File: src/hw/pwr_seq_pkg.sv
// Functional notes
// (RULE_01) Release internal reset only with supply above threshold and chip enable high.
// (RULE_02) Sample test-mode strap within 4 ms of release; low selects test mode.
// (RULE_03) Sample supply-option strap within 4 ms of release; high means option 1.
// (RULE_04) Start core power after release; ready after 4.5 ms or 6 ms.
// (RULE_05) Sample download-disable strap within 5 ms of core power; low selects download.
// (RULE_06) Debounce chip enable as reset input, programmable from 0 us to 16 ms.
// (RULE_07) Reset source holds chip enable low 0.1 ms beyond debounce, plus margin.
// (RULE_08) Temperature above high threshold raises an interrupt.
// (RULE_09) Temperature crossing below low threshold raises an interrupt.
// (RULE_10) Temperature above protection threshold powers down in hardware.
// (RULE_11) Thermal and protection enable writes pass a write-access lock.
// (RULE_12) Strap values latched once per reset cycle and held until next reset.
package pwr_seq_pkg;
   // ==========================================================
   // Timing
   localparam int CLK_MHZ = 10;
   localparam int TEST_STRAP_WINDOW_US = 4000;
   localparam int SUPPLY_STRAP_WINDOW_US = 4000;
   localparam int DOWNLOAD_STRAP_WINDOW_US = 5000;
   localparam int STRAP_SAMPLE_US = 10;
   localparam int CORE_OPT1_US = 4500;
   localparam int CORE_OPT2_US = 6000;
   localparam int DEBOUNCE_STEP_US = 1000;
   localparam int CORE_OPT1_CYC = CORE_OPT1_US * CLK_MHZ;
   localparam int CORE_OPT2_CYC = CORE_OPT2_US * CLK_MHZ;
   localparam int DEBOUNCE_STEP_CYC = DEBOUNCE_STEP_US * CLK_MHZ;
   localparam int CNT_W = 18;
   localparam logic [CNT_W-1:0] STRAP_SAMPLE_CYC = CNT_W'(STRAP_SAMPLE_US * CLK_MHZ);

   // ==========================================================
   // Register map
   localparam int ADDR_W = 12;
   localparam logic [ADDR_W-1:0] OFS_CTRL = 12'h000;
   localparam logic [ADDR_W-1:0] OFS_KEY = 12'h004;
   localparam logic [ADDR_W-1:0] OFS_DEBOUNCE = 12'h008;
   localparam logic [ADDR_W-1:0] OFS_THR_HIGH = 12'h00C;
   localparam logic [ADDR_W-1:0] OFS_THR_LOW = 12'h010;
   localparam logic [ADDR_W-1:0] OFS_THR_OTP = 12'h014;
   localparam logic [ADDR_W-1:0] OFS_STATUS = 12'h018;
   localparam logic [ADDR_W-1:0] OFS_INT_STAT = 12'h01C;
   localparam logic [ADDR_W-1:0] OFS_INT_MASK = 12'h020;

   localparam int CTRL_THERM_EN = 0;
   localparam int CTRL_OTP_EN = 1;
   localparam logic [7:0] UNLOCK_KEY = 8'h5A;
   localparam int DEB_CODE_W = 5;
   localparam logic [DEB_CODE_W-1:0] DEB_CODE_MAX = 5'h10;
   localparam int TEMP_W = 8;
   localparam logic [TEMP_W-1:0] THR_HIGH_RST = 8'hFF;
   localparam logic [TEMP_W-1:0] THR_LOW_RST = 8'h00;
   localparam logic [TEMP_W-1:0] THR_OTP_RST = 8'hFF;
   localparam int INT_W = 3;
   localparam int INT_HIGH = 0;
   localparam int INT_LOW = 1;
   localparam int INT_OTP = 2;
   localparam int STAT_TEMP_LSB = 8;

   typedef enum logic [2:0] {
      ST_RESET,
      ST_STRAP,
      ST_CORE_UP,
      ST_DL_STRAP,
      ST_RUN,
      ST_OTP_OFF
   } seq_state_t;
endpackage : pwr_seq_pkg

File: src/hw/deb_if.sv
`timescale 1ns/1ps
interface deb_if;
   import pwr_seq_pkg::*;
   logic en_level;
   logic [DEB_CODE_W-1:0] code;
   logic held_low;
   modport ctl (output en_level, output code, input held_low);
   modport deb (input en_level, input code, output held_low);
endinterface : deb_if

File: src/hw/chip_en_debouncer.sv
`timescale 1ns/1ps
module chip_en_debouncer
   import pwr_seq_pkg::*;
#(
   parameter int STEP_CYC = DEBOUNCE_STEP_CYC
)
(
   input wire logic core_clk,
   input wire logic rst_b,
   deb_if.deb d
);
   typedef struct packed {
      logic [CNT_W-1:0] cnt;
      logic held_low;
   } deb_state_t;

   deb_state_t s_q;
   deb_state_t s_d;
   logic [CNT_W-1:0] target;

   function automatic logic [CNT_W-1:0] hold_cycles(input logic [DEB_CODE_W-1:0] code);
      hold_cycles = CNT_W'(32'(code) * STEP_CYC);
   endfunction : hold_cycles

   assign target = hold_cycles(d.code);
   assign d.held_low = s_q.held_low;

   // ==========================================================
   // Low level must persist for the whole programmed time
   always_comb
   begin
      s_d = s_q;
      if (d.en_level)
      begin
         s_d.cnt = '0;
         s_d.held_low = 1'b0;
      end
      else if (s_q.cnt >= target)
         s_d.held_low = 1'b1; // RULE_06
      else
         s_d.cnt = s_q.cnt + 1'b1;
   end

   always_ff @(posedge core_clk or negedge rst_b)
   begin
      if (!rst_b)
         s_q <= '0;
      else
         s_q <= s_d;
   end
endmodule : chip_en_debouncer

File: src/hw/power_on_reset_boot_straps.sv
// Implementation choices: the APB interface to the registers and the register addresses.
`timescale 1ns/1ps
module power_on_reset_boot_straps
   import pwr_seq_pkg::*;
#(
   parameter int CORE1_CYC = CORE_OPT1_CYC,
   parameter int CORE2_CYC = CORE_OPT2_CYC,
   parameter int DEB_STEP_CYC = DEBOUNCE_STEP_CYC
)
(
   input wire logic core_clk,
   input wire logic rst_b,
   input wire logic supply_above_por,
   input wire logic chip_en,
   input wire logic test_mode_strap,
   input wire logic supply_option_strap,
   input wire logic download_disable_strap,
   input wire logic [TEMP_W-1:0] temp_code,
   input wire logic psel,
   input wire logic penable,
   input wire logic pwrite,
   input wire logic [ADDR_W-1:0] paddr,
   input wire logic [31:0] pwdata,
   output logic [31:0] prdata,
   output logic pready,
   output logic pslverr,
   output logic irq,
   output logic sys_rst_b,
   output logic core_pwr_en,
   output logic test_mode,
   output logic supply_opt1,
   output logic download_boot,
   output logic boot_done,
   output logic otp_shutdown
);
   typedef struct packed {
      logic [1:0] por_s;
      logic [1:0] en_s;
      logic [2:0] strap_s1;
      logic [2:0] strap_s2;
      logic [TEMP_W-1:0] temp_s1;
      logic [TEMP_W-1:0] temp_s2;
      logic [TEMP_W-1:0] temp_s3, temp_q;
      seq_state_t st;
      logic [CNT_W-1:0] cnt;
      logic sys_rst_b;
      logic core_pwr_en;
      logic straps_valid;
      logic test_mode;
      logic supply_opt1;
      logic download_boot;
      logic boot_done;
      logic otp_shutdown;
      logic therm_en;
      logic otp_en;
      logic unlocked;
      logic [DEB_CODE_W-1:0] deb_code;
      logic [TEMP_W-1:0] thr_high;
      logic [TEMP_W-1:0] thr_low;
      logic [TEMP_W-1:0] thr_otp;
      logic hi_prev;
      logic lo_prev;
      logic [INT_W-1:0] int_stat;
      logic [INT_W-1:0] int_mask;
      logic irq;
      logic [31:0] prdata;
      logic pready;
      logic pslverr;
   } regs_t;

   regs_t s_q;
   regs_t s_d;
   deb_if deb_bus ();

   logic por_ok;
   logic en_ok;
   logic go_reset;
   logic hi_now;
   logic lo_now;
   logic otp_now;
   logic setup;
   logic wr;
   logic [INT_W-1:0] ev;
   logic [CNT_W-1:0] core_last;
   logic [31:0] rdv;

   function automatic logic is_mapped(input logic [ADDR_W-1:0] a);
      is_mapped = (a == OFS_CTRL) || (a == OFS_KEY) || (a == OFS_DEBOUNCE) ||
                  (a == OFS_THR_HIGH) || (a == OFS_THR_LOW) || (a == OFS_THR_OTP) ||
                  (a == OFS_STATUS) || (a == OFS_INT_STAT) || (a == OFS_INT_MASK);
   endfunction : is_mapped

   chip_en_debouncer #(
      .STEP_CYC(DEB_STEP_CYC)
   ) u_deb (
      .core_clk(core_clk),
      .rst_b(rst_b),
      .d(deb_bus.deb)
   );

   assign deb_bus.en_level = s_q.en_s[1];
   assign deb_bus.code = s_q.deb_code;

   // ==========================================================
   // Supply and enable qualification
   assign por_ok = s_q.por_s[1];
   assign en_ok = s_q.en_s[1];
   // Either order of arrival works; only the joint level matters
   assign go_reset = !por_ok || deb_bus.held_low;
   assign core_last = s_q.supply_opt1 ? CNT_W'(CORE1_CYC - 1) : CNT_W'(CORE2_CYC - 1);

   // Thermal comparisons are gated off while the sensor is disabled
   assign hi_now = s_q.therm_en && (s_q.temp_q > s_q.thr_high);
   assign lo_now = s_q.therm_en && (s_q.temp_q < s_q.thr_low);
   assign otp_now = s_q.therm_en && s_q.otp_en && (s_q.temp_q > s_q.thr_otp) &&
                    (s_q.st != ST_RESET) && (s_q.st != ST_OTP_OFF) && !go_reset;

   assign setup = psel && penable && !s_q.pready;
   assign wr = psel && penable && s_q.pready && pwrite;

   always_comb
   begin
      case (paddr)
         OFS_CTRL: rdv = {30'h0, s_q.otp_en, s_q.therm_en};
         OFS_KEY: rdv = {31'h0, s_q.unlocked};
         OFS_DEBOUNCE: rdv = {27'h0, s_q.deb_code};
         OFS_THR_HIGH: rdv = {24'h0, s_q.thr_high};
         OFS_THR_LOW: rdv = {24'h0, s_q.thr_low};
         OFS_THR_OTP: rdv = {24'h0, s_q.thr_otp};
         OFS_STATUS: rdv = {16'h0, s_q.temp_q, s_q.boot_done, s_q.st, s_q.otp_shutdown,
                            s_q.download_boot, s_q.supply_opt1, s_q.test_mode};
         OFS_INT_STAT: rdv = {29'h0, s_q.int_stat};
         OFS_INT_MASK: rdv = {29'h0, s_q.int_mask};
         default: rdv = '0;
      endcase
   end

   // ==========================================================
   // Next state
   always_comb
   begin
      s_d = s_q;
      s_d.por_s = {s_q.por_s[0], supply_above_por};
      s_d.en_s = {s_q.en_s[0], chip_en};
      s_d.strap_s1 = {download_disable_strap, supply_option_strap, test_mode_strap};
      s_d.strap_s2 = s_q.strap_s1;
      s_d.temp_s1 = temp_code;
      s_d.temp_s2 = s_q.temp_s1;
      s_d.temp_s3 = s_q.temp_s2;
      s_d.temp_q = (s_q.temp_s2 == s_q.temp_s3) ? s_q.temp_s2 : s_q.temp_q;
      s_d.cnt = s_q.cnt + 1'b1;

      case (s_q.st)
         ST_RESET:
         begin
            s_d.cnt = '0;
            if (por_ok && en_ok && !go_reset)
            begin
               s_d.st = ST_STRAP;
               s_d.sys_rst_b = 1'b1; // RULE_01
            end
         end
         ST_STRAP:
         begin
            if (s_q.cnt == STRAP_SAMPLE_CYC - 1'b1)
            begin
               s_d.test_mode = !s_q.strap_s2[0]; // RULE_02
               s_d.supply_opt1 = s_q.strap_s2[1]; // RULE_03
               s_d.straps_valid = 1'b1; // RULE_12
               s_d.core_pwr_en = 1'b1; // RULE_04
               s_d.cnt = '0;
               s_d.st = ST_CORE_UP;
            end
         end
         ST_CORE_UP:
         begin
            if (s_q.cnt == core_last)
            begin
               s_d.cnt = '0;
               s_d.st = ST_DL_STRAP; // RULE_04
            end
         end
         ST_DL_STRAP:
         begin
            if (s_q.cnt == STRAP_SAMPLE_CYC - 1'b1)
            begin
               s_d.download_boot = !s_q.strap_s2[2]; // RULE_05
               s_d.boot_done = 1'b1;
               s_d.st = ST_RUN;
            end
         end
         ST_RUN, ST_OTP_OFF:
            s_d.cnt = s_q.cnt;
         default:
            s_d.st = ST_RESET;
      endcase

      // Protection shutdown holds until a full reset cycle; software cannot undo it
      if (otp_now)
      begin
         s_d.st = ST_OTP_OFF; // RULE_10
         s_d.core_pwr_en = 1'b0;
         s_d.sys_rst_b = 1'b0;
         s_d.otp_shutdown = 1'b1;
      end

      if (go_reset)
      begin
         s_d.st = ST_RESET; // RULE_06
         s_d.cnt = '0;
         s_d.sys_rst_b = 1'b0;
         s_d.core_pwr_en = 1'b0;
         s_d.straps_valid = 1'b0; // RULE_12
         s_d.test_mode = 1'b0;
         s_d.supply_opt1 = 1'b0;
         s_d.download_boot = 1'b0;
         s_d.boot_done = 1'b0;
         s_d.otp_shutdown = 1'b0;
      end

      // Thermal events
      ev = '0;
      ev[INT_HIGH] = hi_now && !s_q.hi_prev; // RULE_08
      ev[INT_LOW] = lo_now && !s_q.lo_prev; // RULE_09
      ev[INT_OTP] = otp_now;
      s_d.hi_prev = hi_now;
      s_d.lo_prev = lo_now;

      // APB: one wait state, so the read mux settles before pready
      s_d.pready = setup;
      s_d.pslverr = setup && !is_mapped(paddr);
      if (setup)
         s_d.prdata = pwrite ? '0 : rdv;

      if (wr)
      begin
         case (paddr)
            OFS_CTRL:
            begin
               // One write per unlock; a locked write changes nothing
               if (s_q.unlocked)
               begin
                  s_d.therm_en = pwdata[CTRL_THERM_EN]; // RULE_11
                  s_d.otp_en = pwdata[CTRL_OTP_EN];
               end
               s_d.unlocked = 1'b0;
            end
            OFS_KEY: s_d.unlocked = (pwdata[7:0] == UNLOCK_KEY); // RULE_11
            OFS_DEBOUNCE:
               s_d.deb_code = (pwdata[DEB_CODE_W-1:0] > DEB_CODE_MAX) ?
                              DEB_CODE_MAX : pwdata[DEB_CODE_W-1:0]; // RULE_06
            OFS_THR_HIGH: s_d.thr_high = pwdata[TEMP_W-1:0];
            OFS_THR_LOW: s_d.thr_low = pwdata[TEMP_W-1:0];
            OFS_THR_OTP: s_d.thr_otp = pwdata[TEMP_W-1:0];
            OFS_INT_MASK: s_d.int_mask = pwdata[INT_W-1:0];
            default: s_d.unlocked = s_q.unlocked;
         endcase
      end

      // Set wins over a simultaneous write-one-to-clear
      s_d.int_stat = s_q.int_stat;
      if (wr && (paddr == OFS_INT_STAT))
         s_d.int_stat = s_q.int_stat & ~pwdata[INT_W-1:0];
      s_d.int_stat = s_d.int_stat | ev;
      s_d.irq = |(s_d.int_stat & s_d.int_mask);
   end

   always_ff @(posedge core_clk or negedge rst_b)
   begin
      if (!rst_b)
      begin
         s_q <= '0;
         s_q.deb_code <= DEB_CODE_MAX;
         s_q.thr_high <= THR_HIGH_RST;
         s_q.thr_low <= THR_LOW_RST;
         s_q.thr_otp <= THR_OTP_RST;
      end
      else
         s_q <= s_d;
   end

   assign prdata = s_q.prdata;
   assign pready = s_q.pready;
   assign pslverr = s_q.pslverr;
   assign irq = s_q.irq;
   assign sys_rst_b = s_q.sys_rst_b;
   assign core_pwr_en = s_q.core_pwr_en;
   assign test_mode = s_q.test_mode;
   assign supply_opt1 = s_q.supply_opt1;
   assign download_boot = s_q.download_boot;
   assign boot_done = s_q.boot_done;
   assign otp_shutdown = s_q.otp_shutdown;
endmodule : power_on_reset_boot_straps

File: config.mk
export PLATFORM = sky130hd
export DESIGN_NAME = power_on_reset_boot_straps
export DESIGN_NICKNAME = d
export VERILOG_FILES = /design/src/hw/pwr_seq_pkg.sv /design/src/hw/deb_if.sv /design/src/hw/chip_en_debouncer.sv /design/src/hw/power_on_reset_boot_straps.sv
export SDC_FILE = /design/constraint.sdc
export NUM_CORES = 1
export LEC_CHECK = 0
export ABC_AREA = 1
export ABC_CLOCK_PERIOD_IN_PS = 3800
export BUFFER_PORTS_ARGS = -buffer_cell sky130_fd_sc_hd__buf_2
export CAP_MARGIN = 20
export CORE_MARGIN = 8
export CORE_UTILIZATION = 35
export CTS_CLUSTER_DIAMETER = 40
export DETAILED_ROUTE_END_ITERATION = 16
export PLACE_DENSITY_LB_ADDON = 0.1
export RECOVER_POWER = 100
export SLEW_MARGIN = 40
export SYNTH_ARGS = -nofsm -noshare
export SYNTH_HDL_FRONTEND = slang
export SYNTH_HIERARCHICAL = 1
export SYNTH_SLANG_ARGS = --single-unit
File: constraint.sdc
create_clock -name core_clk -period 3.8 [get_ports core_clk]
set_input_delay 0.38 -clock core_clk [delete_from_list [all_inputs] [get_ports core_clk]]
set_output_delay 0.38 -clock core_clk [all_outputs]
set_load 0.05 [all_outputs]
==> results of run 1 <==
==> worst max-delay path, cell delays in order (launching register included) <==
cell	delay, ps
dfstp_2	540
inv_2	40
fa_1	500
inv_2	50
ha_4	150
fa_2	550
ha_4	220
a21oi_4	130
o21ai_1	80
nor2_1	90
o21ai_1	80
xnor2_1	140
ha_1	290
nand2_2	80
nor2_4	120
inv_1	40
nor2_1	90
nand2_1	90
nand3_4	140
nand2_4	80
buf_6	150
nand2_4	60
nand2_2	40
==> power by group through the flow <==
stage | clock, uW | sequential (uW) | combinational [uW]
final | 1710 | 1690 | 384
after global routing | 1830 | 1690 | 447
after CTS | 1760 | 1690 | 401
after detailed placement | 0 | 1720 | 400
after global placement | 0 | 1720 | 398
after floorplan | 0 | 1700 | 283
==> final cells by class <==
| class | instances | area (um^2) | share of cell area, % |
|---|---|---|---|
| repair buffers | 91 | 513 | 4.99 |
| inverters | 125 | 469 | 4.57 |
| clock inverters | 15 | 170 | 1.66 |
| well taps | 330 | 413 | 4.02 |
| multi-input cells | 810 | 4560 | 44.4 |
| flip-flops and latches | 148 | 3730 | 36.3 |
| clock buffers | 17 | 425 | 4.14 |
==> worst max-delay path by stage <==
stage | to | cells after the start | startpoint | slack [ps]
after floorplan | u_deb/s_q[10] | 22 | deb_bus.code[4] | 20
after global placement | u_deb/d.held_low | 21 | deb_bus.code[4] | -140
after detailed placement | u_deb/s_q[2] | 22 | deb_bus.code[4] | -170
after CTS | u_deb/d.held_low | 21 | deb_bus.code[4] | -110
after global routing | u_deb/s_q[9] | 22 | deb_bus.code[4] | -230
final | u_deb/s_q[10] | 22 | deb_bus.code[4] | -40
==> cell usage in the layout, fill, tap and decap left out, drive strengths merged, types with 14 or more instances in the layout <==
| master | n |
|---|---|
| dfstp | 17 |
| nand2 | 304 |
| buf | 63 |
| clkbuf | 45 |
| dfrtp | 131 |
| nand3 | 112 |
| inv | 134 |
| o21ai | 67 |
| nor2 | 129 |
| conb | 16 |
| nand4 | 14 |
| ha | 63 |
| xor2 | 25 |
| a21oi | 24 |
==> per-stage QoR <==
step | instance area (um^2) | TNS [ps] | utilization (%)
finish | 10300 | -556 | 40.9
global route | 10300 | -4140 | 40.9
global placement | 9550 | -2550 | 38.0
floorplan | 9030 | 0 | -
detailed placement | 9550 | -2940 | 38.0
CTS | 10300 | -1890 | 40.9
==> metal layers <==
| layer | GRT usage, % | vias up |
|---|---|---|
| li1 | - | 3707 |
| met1 | 20.9 | 3342 |
| met2 | 23.3 | 88 |
| met3 | 2.75 | 23 |
| met4 | 3.43 | 0 |
| met5 | 0 | - |
==> what timing repair did <==
item                       CTS  global route
resized for setup           32            28
setup endpoints to repair   19            19
pin swaps                   11            23
hold buffers                 0             0
buffers inserted             1             4
==> kinds of logic (layout without fill, tap and decap cells) <==
group	after synthesis	after routing
AOI/OAI and AO/OA	107	107
and+or+nand+nor	586	586
xor gates and xnor gates	34	34
other	1	16
adders and majority gates	67	67
buffers and inverters	177	248
DFF	148	148
==> sequential cells by signal, summed over array words and instances, names as in the netlist, 5 cells and up <==
name and cells:
s_q 75, prdata 16, s_d 21, deb_bus.code 5, u_deb/s_q 18
==> metrics.md, run 1 <==
| Metric | Value |
|---|---|
| Synth Area in Compound Gates | `6.42%` |
| Clock Power Share | `45.2%` |
| CP required | `4110 ps` |
| Synth Area in XOR/XNOR | `3.33%` |
| Primary FF master, synth | `dfrtp_1` |
| Hold Path Stages | `1` |
| CTS tree | `yes` |
| Max frequency | `260 MHz` |
| Mux contribution to synthesized area | `0%` |
| DR WL met3 | `689 um` |
| N_diodes | `0` |
| Gr ovfl total | `0` |
| Total power | `3780 uW` |
| Least-Margin Pin Slew | `2170 ps` |
| RSZ-0062 raised after global routing | `true` |
| Combinational family with the most area after synthesis | `simple AND/OR/NAND/NOR gates` |
| Area grow syn2layout | `14.9%` |
| Nets | `1,322` |
| Synth top area cells | `dfrtp_1 37%, nand2_1 12%, ha_1 8.8%, nand3_1 5.9%, inv_1 5.0%` |
| Peak supply drop | `236 uV` |
| Final worst path period need | `3840 ps` |
| H-tree depth | `4` |
| Min setup slack post-route | `-42.1 ps` |
| Fillers | `2,624` |
| Commonest cells in the netlist | `296 x nand2_1, 131 x dfrtp_1, 120 x inv_1, 113 x nor2_1, 106 x nand3_1` |
| CTS clock-pin slew for the worst setup and hold paths | `80 ps` |
| Outcome | `finished, violations left` |
| Drt total wl | `22,600 um` |
| # Max-Cap Violations | `2` |
| Hold Crit Class | `input port to flop` |
| Non-filler cells, final | `1,536` |
| Sw Ratio | `30.4%` |
| Core area | `25,100 um^2` |
| Yosys cell types | `48` |
| Synth warn | `6` |
| Drt drc | `0` |
| Largest net degree at the start of global routing | `84` |
| Die height | `176 um` |
| Mapped Cells | `1,120` |
| Vias in the first global route | `7,095` |
| Fin. max-slew vios | `151` |
| Layout Skew | `14.7 ps` |
| PD cells | `368 nW/um^2` |
| Dpl ws | `-171 ps` |
| Layout cell share with drive strength beyond 1 | `15.5%` |
| Seq pwr share | `44.7%` |
| Max layer used | `met4` |
| Worst hold endpoint | `s_d[120]` |
| Mapped Avg Cell Area | `7.98 um^2` |
| Worst Hold Launch | `temp_code[0]` |
| Final period utilization | `101%` |
| Int Pwr | `2630 uW` |
| Die width | `176 um` |
| Worst Setup Start Kind | `flop` |
| Hold slack | `45.0 ps` |
| Worst-Skew Late Latency | `430 ps` |
| Yosys reg bits | `148` |
| Initial Util | `35.6%` |
| Post-synth EDFFs | `0` |
| Switching power total | `1150 uW` |
| Worst setup EP type | `flop` |
| Hold Vio Cnt, Final | `0` |
| I/O pin count | `104` |
| Asr flop ratio synth | `100%` |
| Max FO, Critical Path | `5` |
| Vias/cell | `4.66` |
| WL/cell | `14.7 um` |
| RePlAce Congestion | `0.852` |
| Number of DRC markers in iteration 0 | `438` |
| RR Startpoint | `deb_bus.code[4]` |
| Crit Path Class | `flop to flop` |
| Row count | `58` |
| Post-Synth Simple-Gate Area | `29.1%` |
| R2R Path End | `u_deb/s_q[10]` |
| Critical path arrival | `4160 ps` |
| Hpwl dp | `16,600 um` |
| Die ar. | `30,900 um^2` |
| Total GRT Usage | `14.9%` |
| Post-synthesis adder-cell area fraction | `9.71%` |
| TritonRoute pass-1 iters | `5` |
| Global-route wire length before repair | `37,200 um` |
| Rel. slew slack | `-44.4%` |
| Most common cell in the netlist | `nand2_1` |
| Combinational power share | `10.2%` |
| DR vias | `7,160` |
| Sequential share of the synthesized area | `41.7%` |
| Final setup fails | `18` |
| Pleak | `0.00485 uW` |
| Initial antenna violation count | `0` |
| M1 WL | `11,300 um` |
| R2r worst-path depth | `22` |
| CTS buffer count | `17` |
| Met2 wire len | `10,300 um` |
| Synth top area share | `36.7%` |
| Failing checks | `max-capacitance violations, max-slew violations, negative setup slack` |
| Post-Syn Area | `8940 um^2` |
| Clock root buffer | `clkbuf_16` |
| Dpl cells | `1,499` |
| CTS sink count | `148` |
| Port Buffers | `63` |
| Biggest area consumer among synthesized cells | `dfrtp_1` |
| ANT nets after route | `0` |
| Clock Path Buffers | `2` |
| R2R setup slack | `-40 ps` |
Power figures use the tool's default switching activity.
==> run 2, diff against run 1 <==
--- a/config.mk
+++ b/config.mk
@@ -8,13 +8,13 @@
 export ABC_AREA = 1
 export ABC_CLOCK_PERIOD_IN_PS = 3800
 export BUFFER_PORTS_ARGS = -buffer_cell sky130_fd_sc_hd__buf_2
-export CAP_MARGIN = 20
 export CORE_MARGIN = 8
-export CORE_UTILIZATION = 35
+export CORE_UTILIZATION = 50
 export CTS_CLUSTER_DIAMETER = 40
 export DETAILED_ROUTE_END_ITERATION = 16
 export PLACE_DENSITY_LB_ADDON = 0.1
 export RECOVER_POWER = 100
+export SKIP_LAST_GASP = 1
 export SLEW_MARGIN = 40
 export SYNTH_ARGS = -nofsm -noshare
 export SYNTH_HDL_FRONTEND = slang
==> run 2 against run 1 <==
Against the previous run:
- the run still ends with max-capacitance violations, max-slew violations, negative setup slack left
- routed wire length down 7.6%
- non-clock buffer count down 6
- core utilization up 15 points
- global-route usage up 4.2 points
- sequential cell count unchanged
==> metrics.md, run 2 (synthesis results as in run 1) <==
| Metric | Value |
|---|---|
| Seq pwr share | `45.1% (was 44.7%)` |
| Clock Power Share | `44.6% (was 45.2%)` |
| WP buf/inv | `4 (unchanged)` |
| Outcome | `finished, violations left (unchanged)` |
| H-tree depth | `4 (unchanged)` |
| CTS tree | `yes (unchanged)` |
| Largest register FFs | `75 (unchanged)` |
| Die width | `150 um (was 176 um)` |
| Nets | `1,316 (was 1,322)` |
| # Max-Cap Violations | `1 (was 2)` |
| DR vias | `7,319 (was 7,160)` |
| RSZ-0062 raised after global routing | `true (unchanged)` |
| Initial antenna violation count | `0 (unchanged)` |
| Least-Margin Pin Slew | `2610 ps (was 2170 ps)` |
| Max FO, Critical Path | `18 (was 5)` |
| Die ar. | `22,400 um^2 (was 30,900 um^2)` |
| Clock Path Buffers | `2 (unchanged)` |
| Fin. max-slew vios | `44 (was 151)` |
| Final worst path period need | `3890 ps (was 3840 ps)` |
| M3 GR Usage | `3.36% (was 2.75%)` |
| Combinational power share | `10.3% (was 10.2%)` |
| Worst Setup Start Kind | `flop (unchanged)` |
| Largest net degree at the start of global routing | `99 (was 84)` |
| Final setup fails | `19 (was 18)` |
| Dpl ws | `-197 ps (was -171 ps)` |
| Vias/cell | `5.12 (was 4.66)` |
| Int Pwr | `2630 uW (about the same)` |
| RePlAce Congestion | `0.887 (was 0.852)` |
| Rel. slew slack | `-74.0% (was -44.4%)` |
| Critical path arrival | `4200 ps (was 4160 ps)` |
| CTS clock-pin slew for the worst setup and hold paths | `70 ps (was 80 ps)` |
| Dpl cells | `1,393 (was 1,499)` |
| CTS buffer count | `17 (unchanged)` |
| CP cell instances | `inv_2, fa_1, inv_1, ha_2, fa_1, ha_4, inv_1, nor3_2, nand2_1, nand3_1, nand2_1, ha_1, nand2_2, nor2_2, inv_1, nor2_1, nand2_1, nand3_4, nand2_8, nand2_1, nand2_1 (was inv_2, fa_1, inv_2, ha_4, fa_2, ha_4, a21oi_4, o21ai_1, nor2_1, o21ai_1, xnor2_1, ha_1, nand2_2, nor2_4, inv_1, nor2_1, nand2_1, nand3_4, nand2_4, buf_6, nand2_4, nand2_2)` |
| PD cells | `375 nW/um^2 (was 368 nW/um^2)` |
| Port Buffers | `63 (unchanged)` |
| Non-filler cells, final | `1,429 (was 1,536)` |
| Max frequency | `257 MHz (was 260 MHz)` |
| Critical Path Slowest Stage Cell | `dfstp_2 (was fa_2)` |
| Crit Path Class | `flop to flop (unchanged)` |
| Layout Skew | `11.1 ps (was 14.7 ps)` |
| Total GRT Usage | `19.1% (was 14.9%)` |
| CP max stage delay | `540 ps (was 550 ps)` |
| Layout cell share with drive strength beyond 1 | `12.3% (was 15.5%)` |
| Clock root buffer | `clkbuf_16 (unchanged)` |
| Switching power total | `1110 uW (was 1150 uW)` |
| Die height | `150 um (was 176 um)` |
| Initial Util | `50.3% (was 35.6%)` |
| Failing checks | `max-capacitance violations, max-slew violations, negative setup slack (unchanged)` |
| Hold Vio Cnt, Final | `0 (unchanged)` |
| CP top delay family | `adder cells (unchanged)` |
| Cell mode on critical path | `nand2_1` |
| N_diodes | `0 (unchanged)` |
| TritonRoute pass-1 iters | `5 (unchanged)` |
| Row count | `49 (was 58)` |
| Gr ovfl total | `0 (unchanged)` |
| WL/cell | `14.6 um (was 14.7 um)` |
| I/O pin count | `104 (unchanged)` |
| ANT nets after route | `0 (unchanged)` |
| Core area | `17,800 um^2 (was 25,100 um^2)` |
| Hpwl dp | `15,400 um (was 16,600 um)` |
| CP required | `4110 ps (about the same)` |
| Total power | `3740 uW (was 3780 uW)` |
| Area grow syn2layout | `11.6% (was 14.9%)` |
| Pleak | `0.00477 uW (was 0.00485 uW)` |
| Hold Crit Class | `input port to flop (unchanged)` |
| Vias in the first global route | `6,922 (was 7,095)` |
| Min setup slack post-route | `-85.8 ps (was -42.1 ps)` |
| Worst-Skew Late Latency | `430 ps (about the same)` |
| Number of DRC markers in iteration 0 | `513 (was 438)` |
| Worst setup EP type | `flop (unchanged)` |
| Drt total wl | `20,800 um (was 22,600 um)` |
| Met1 Track Usage GR | `26.2% (was 20.9%)` |
| Hold slack | `50.5 ps (was 45.0 ps)` |
| Sw Ratio | `29.7% (was 30.4%)` |
| Most frequent cells in the layout | `295 x nand2_1, 131 x dfrtp_1, 119 x inv_1, 115 x nor2_1, 109 x nand3_1 (was 274 x nand2_1, 130 x dfrtp_1, 116 x inv_1, 115 x nor2_1, 109 x nand3_1)` |
| Met2 GRT Util | `30.3% (was 23.3%)` |
| Final period utilization | `102% (was 101%)` |
| CTS sink count | `148 (unchanged)` |
| Largest Register | `s_q (unchanged)` |
| GRT busiest layer | `met2 (unchanged)` |
| Drt drc | `0 (unchanged)` |
| Most common cell after layout, fill and taps aside | `nand2_1 (unchanged)` |
| Peak supply drop | `348 uV (was 236 uV)` |
| Global-route wire length before repair | `34,200 um (was 37,200 um)` |
==> run 2: cell count changes in the layout (fill, tap and decap cells not counted), moves of 3 or more <==
cell and change:
inv_2 -3, buf_6 -5, nand2_2 -19, inv_8 -4
clkinv_8 +3, buf_4 -4, ha_1 +3, nand2_1 +21
ha_4 -4, nand2_4 -3, inv_1 +3
==> run 2: final timing paths <==
| path | end | depth (start not counted) | start | slack, ps |
|---|---|---|---|---|
| hold reg to reg | s_d[116] | 0 | s_d[124] | 350 |
| setup / recovery | u_deb/s_q[18] | 21 | deb_bus.code[4] | -90 |
| min in group asynchronous | u_deb/s_q[15] | 2 | rst_b | 1310 |
| setup reg to reg | u_deb/s_q[18] | 21 | deb_bus.code[4] | -90 |
| max in group asynchronous | s_q[136] | 4 | rst_b | 630 |
| hold / removal | s_d[126] | 1 | temp_code[6] | 50 |
==> run 2: metrics by stage <==
step | instance area, um^2 | utilization (%) | TNS (ps)
final | 9980 | 56.1 | -1410
after detailed placement | 9380 | 52.7 | -3200
after CTS | 10000 | 56.5 | -1550
after global routing | 9980 | 56.1 | -5780
after global placement | 9370 | 52.7 | -1830
after floorplan | 9030 | - | 0
==> run 2: final cells by class <==
class | instances | area [um^2]
Clock buffer | 17 | 425
Clock inverter | 15 | 183
Fill cell | 1719 | 7800
Inverter | 125 | 469
Multi-Input combinational cell | 810 | 4420
Sequential cell | 148 | 3720
Tap cell | 229 | 287
Timing Repair Buffer | 85 | 468
==> run 2: metal layers <==
metal	vias to the layer above	wire, um
li1	3699	-
met2	168	9610
met1	3427	9890
met5	-	0
met4	0	290
met3	25	1060
==> run 2: timing repair <==
| action | 4_1_cts | 5_1_grt |
|---|---|---|
| setup endpoints to repair | 19 | 19 |
| buffers inserted | 1 | 0 |
| hold buffers | 0 | 1 |
| hold endpoints to repair | 0 | 33 |
| resized for setup | 13 | 5 |
| pin swaps | 8 | 4 |
| gates cloned | 1 | 0 |
==> run 2: power groups by stage <==
stage | Clock [uW] | Sequential, uW | Combinational, uW
final | 1670 | 1690 | 384
after floorplan | 0 | 1700 | 283
after global routing | 1780 | 1690 | 441
after detailed placement | 0 | 1720 | 393
after global placement | 0 | 1720 | 383
after CTS | 1710 | 1690 | 396
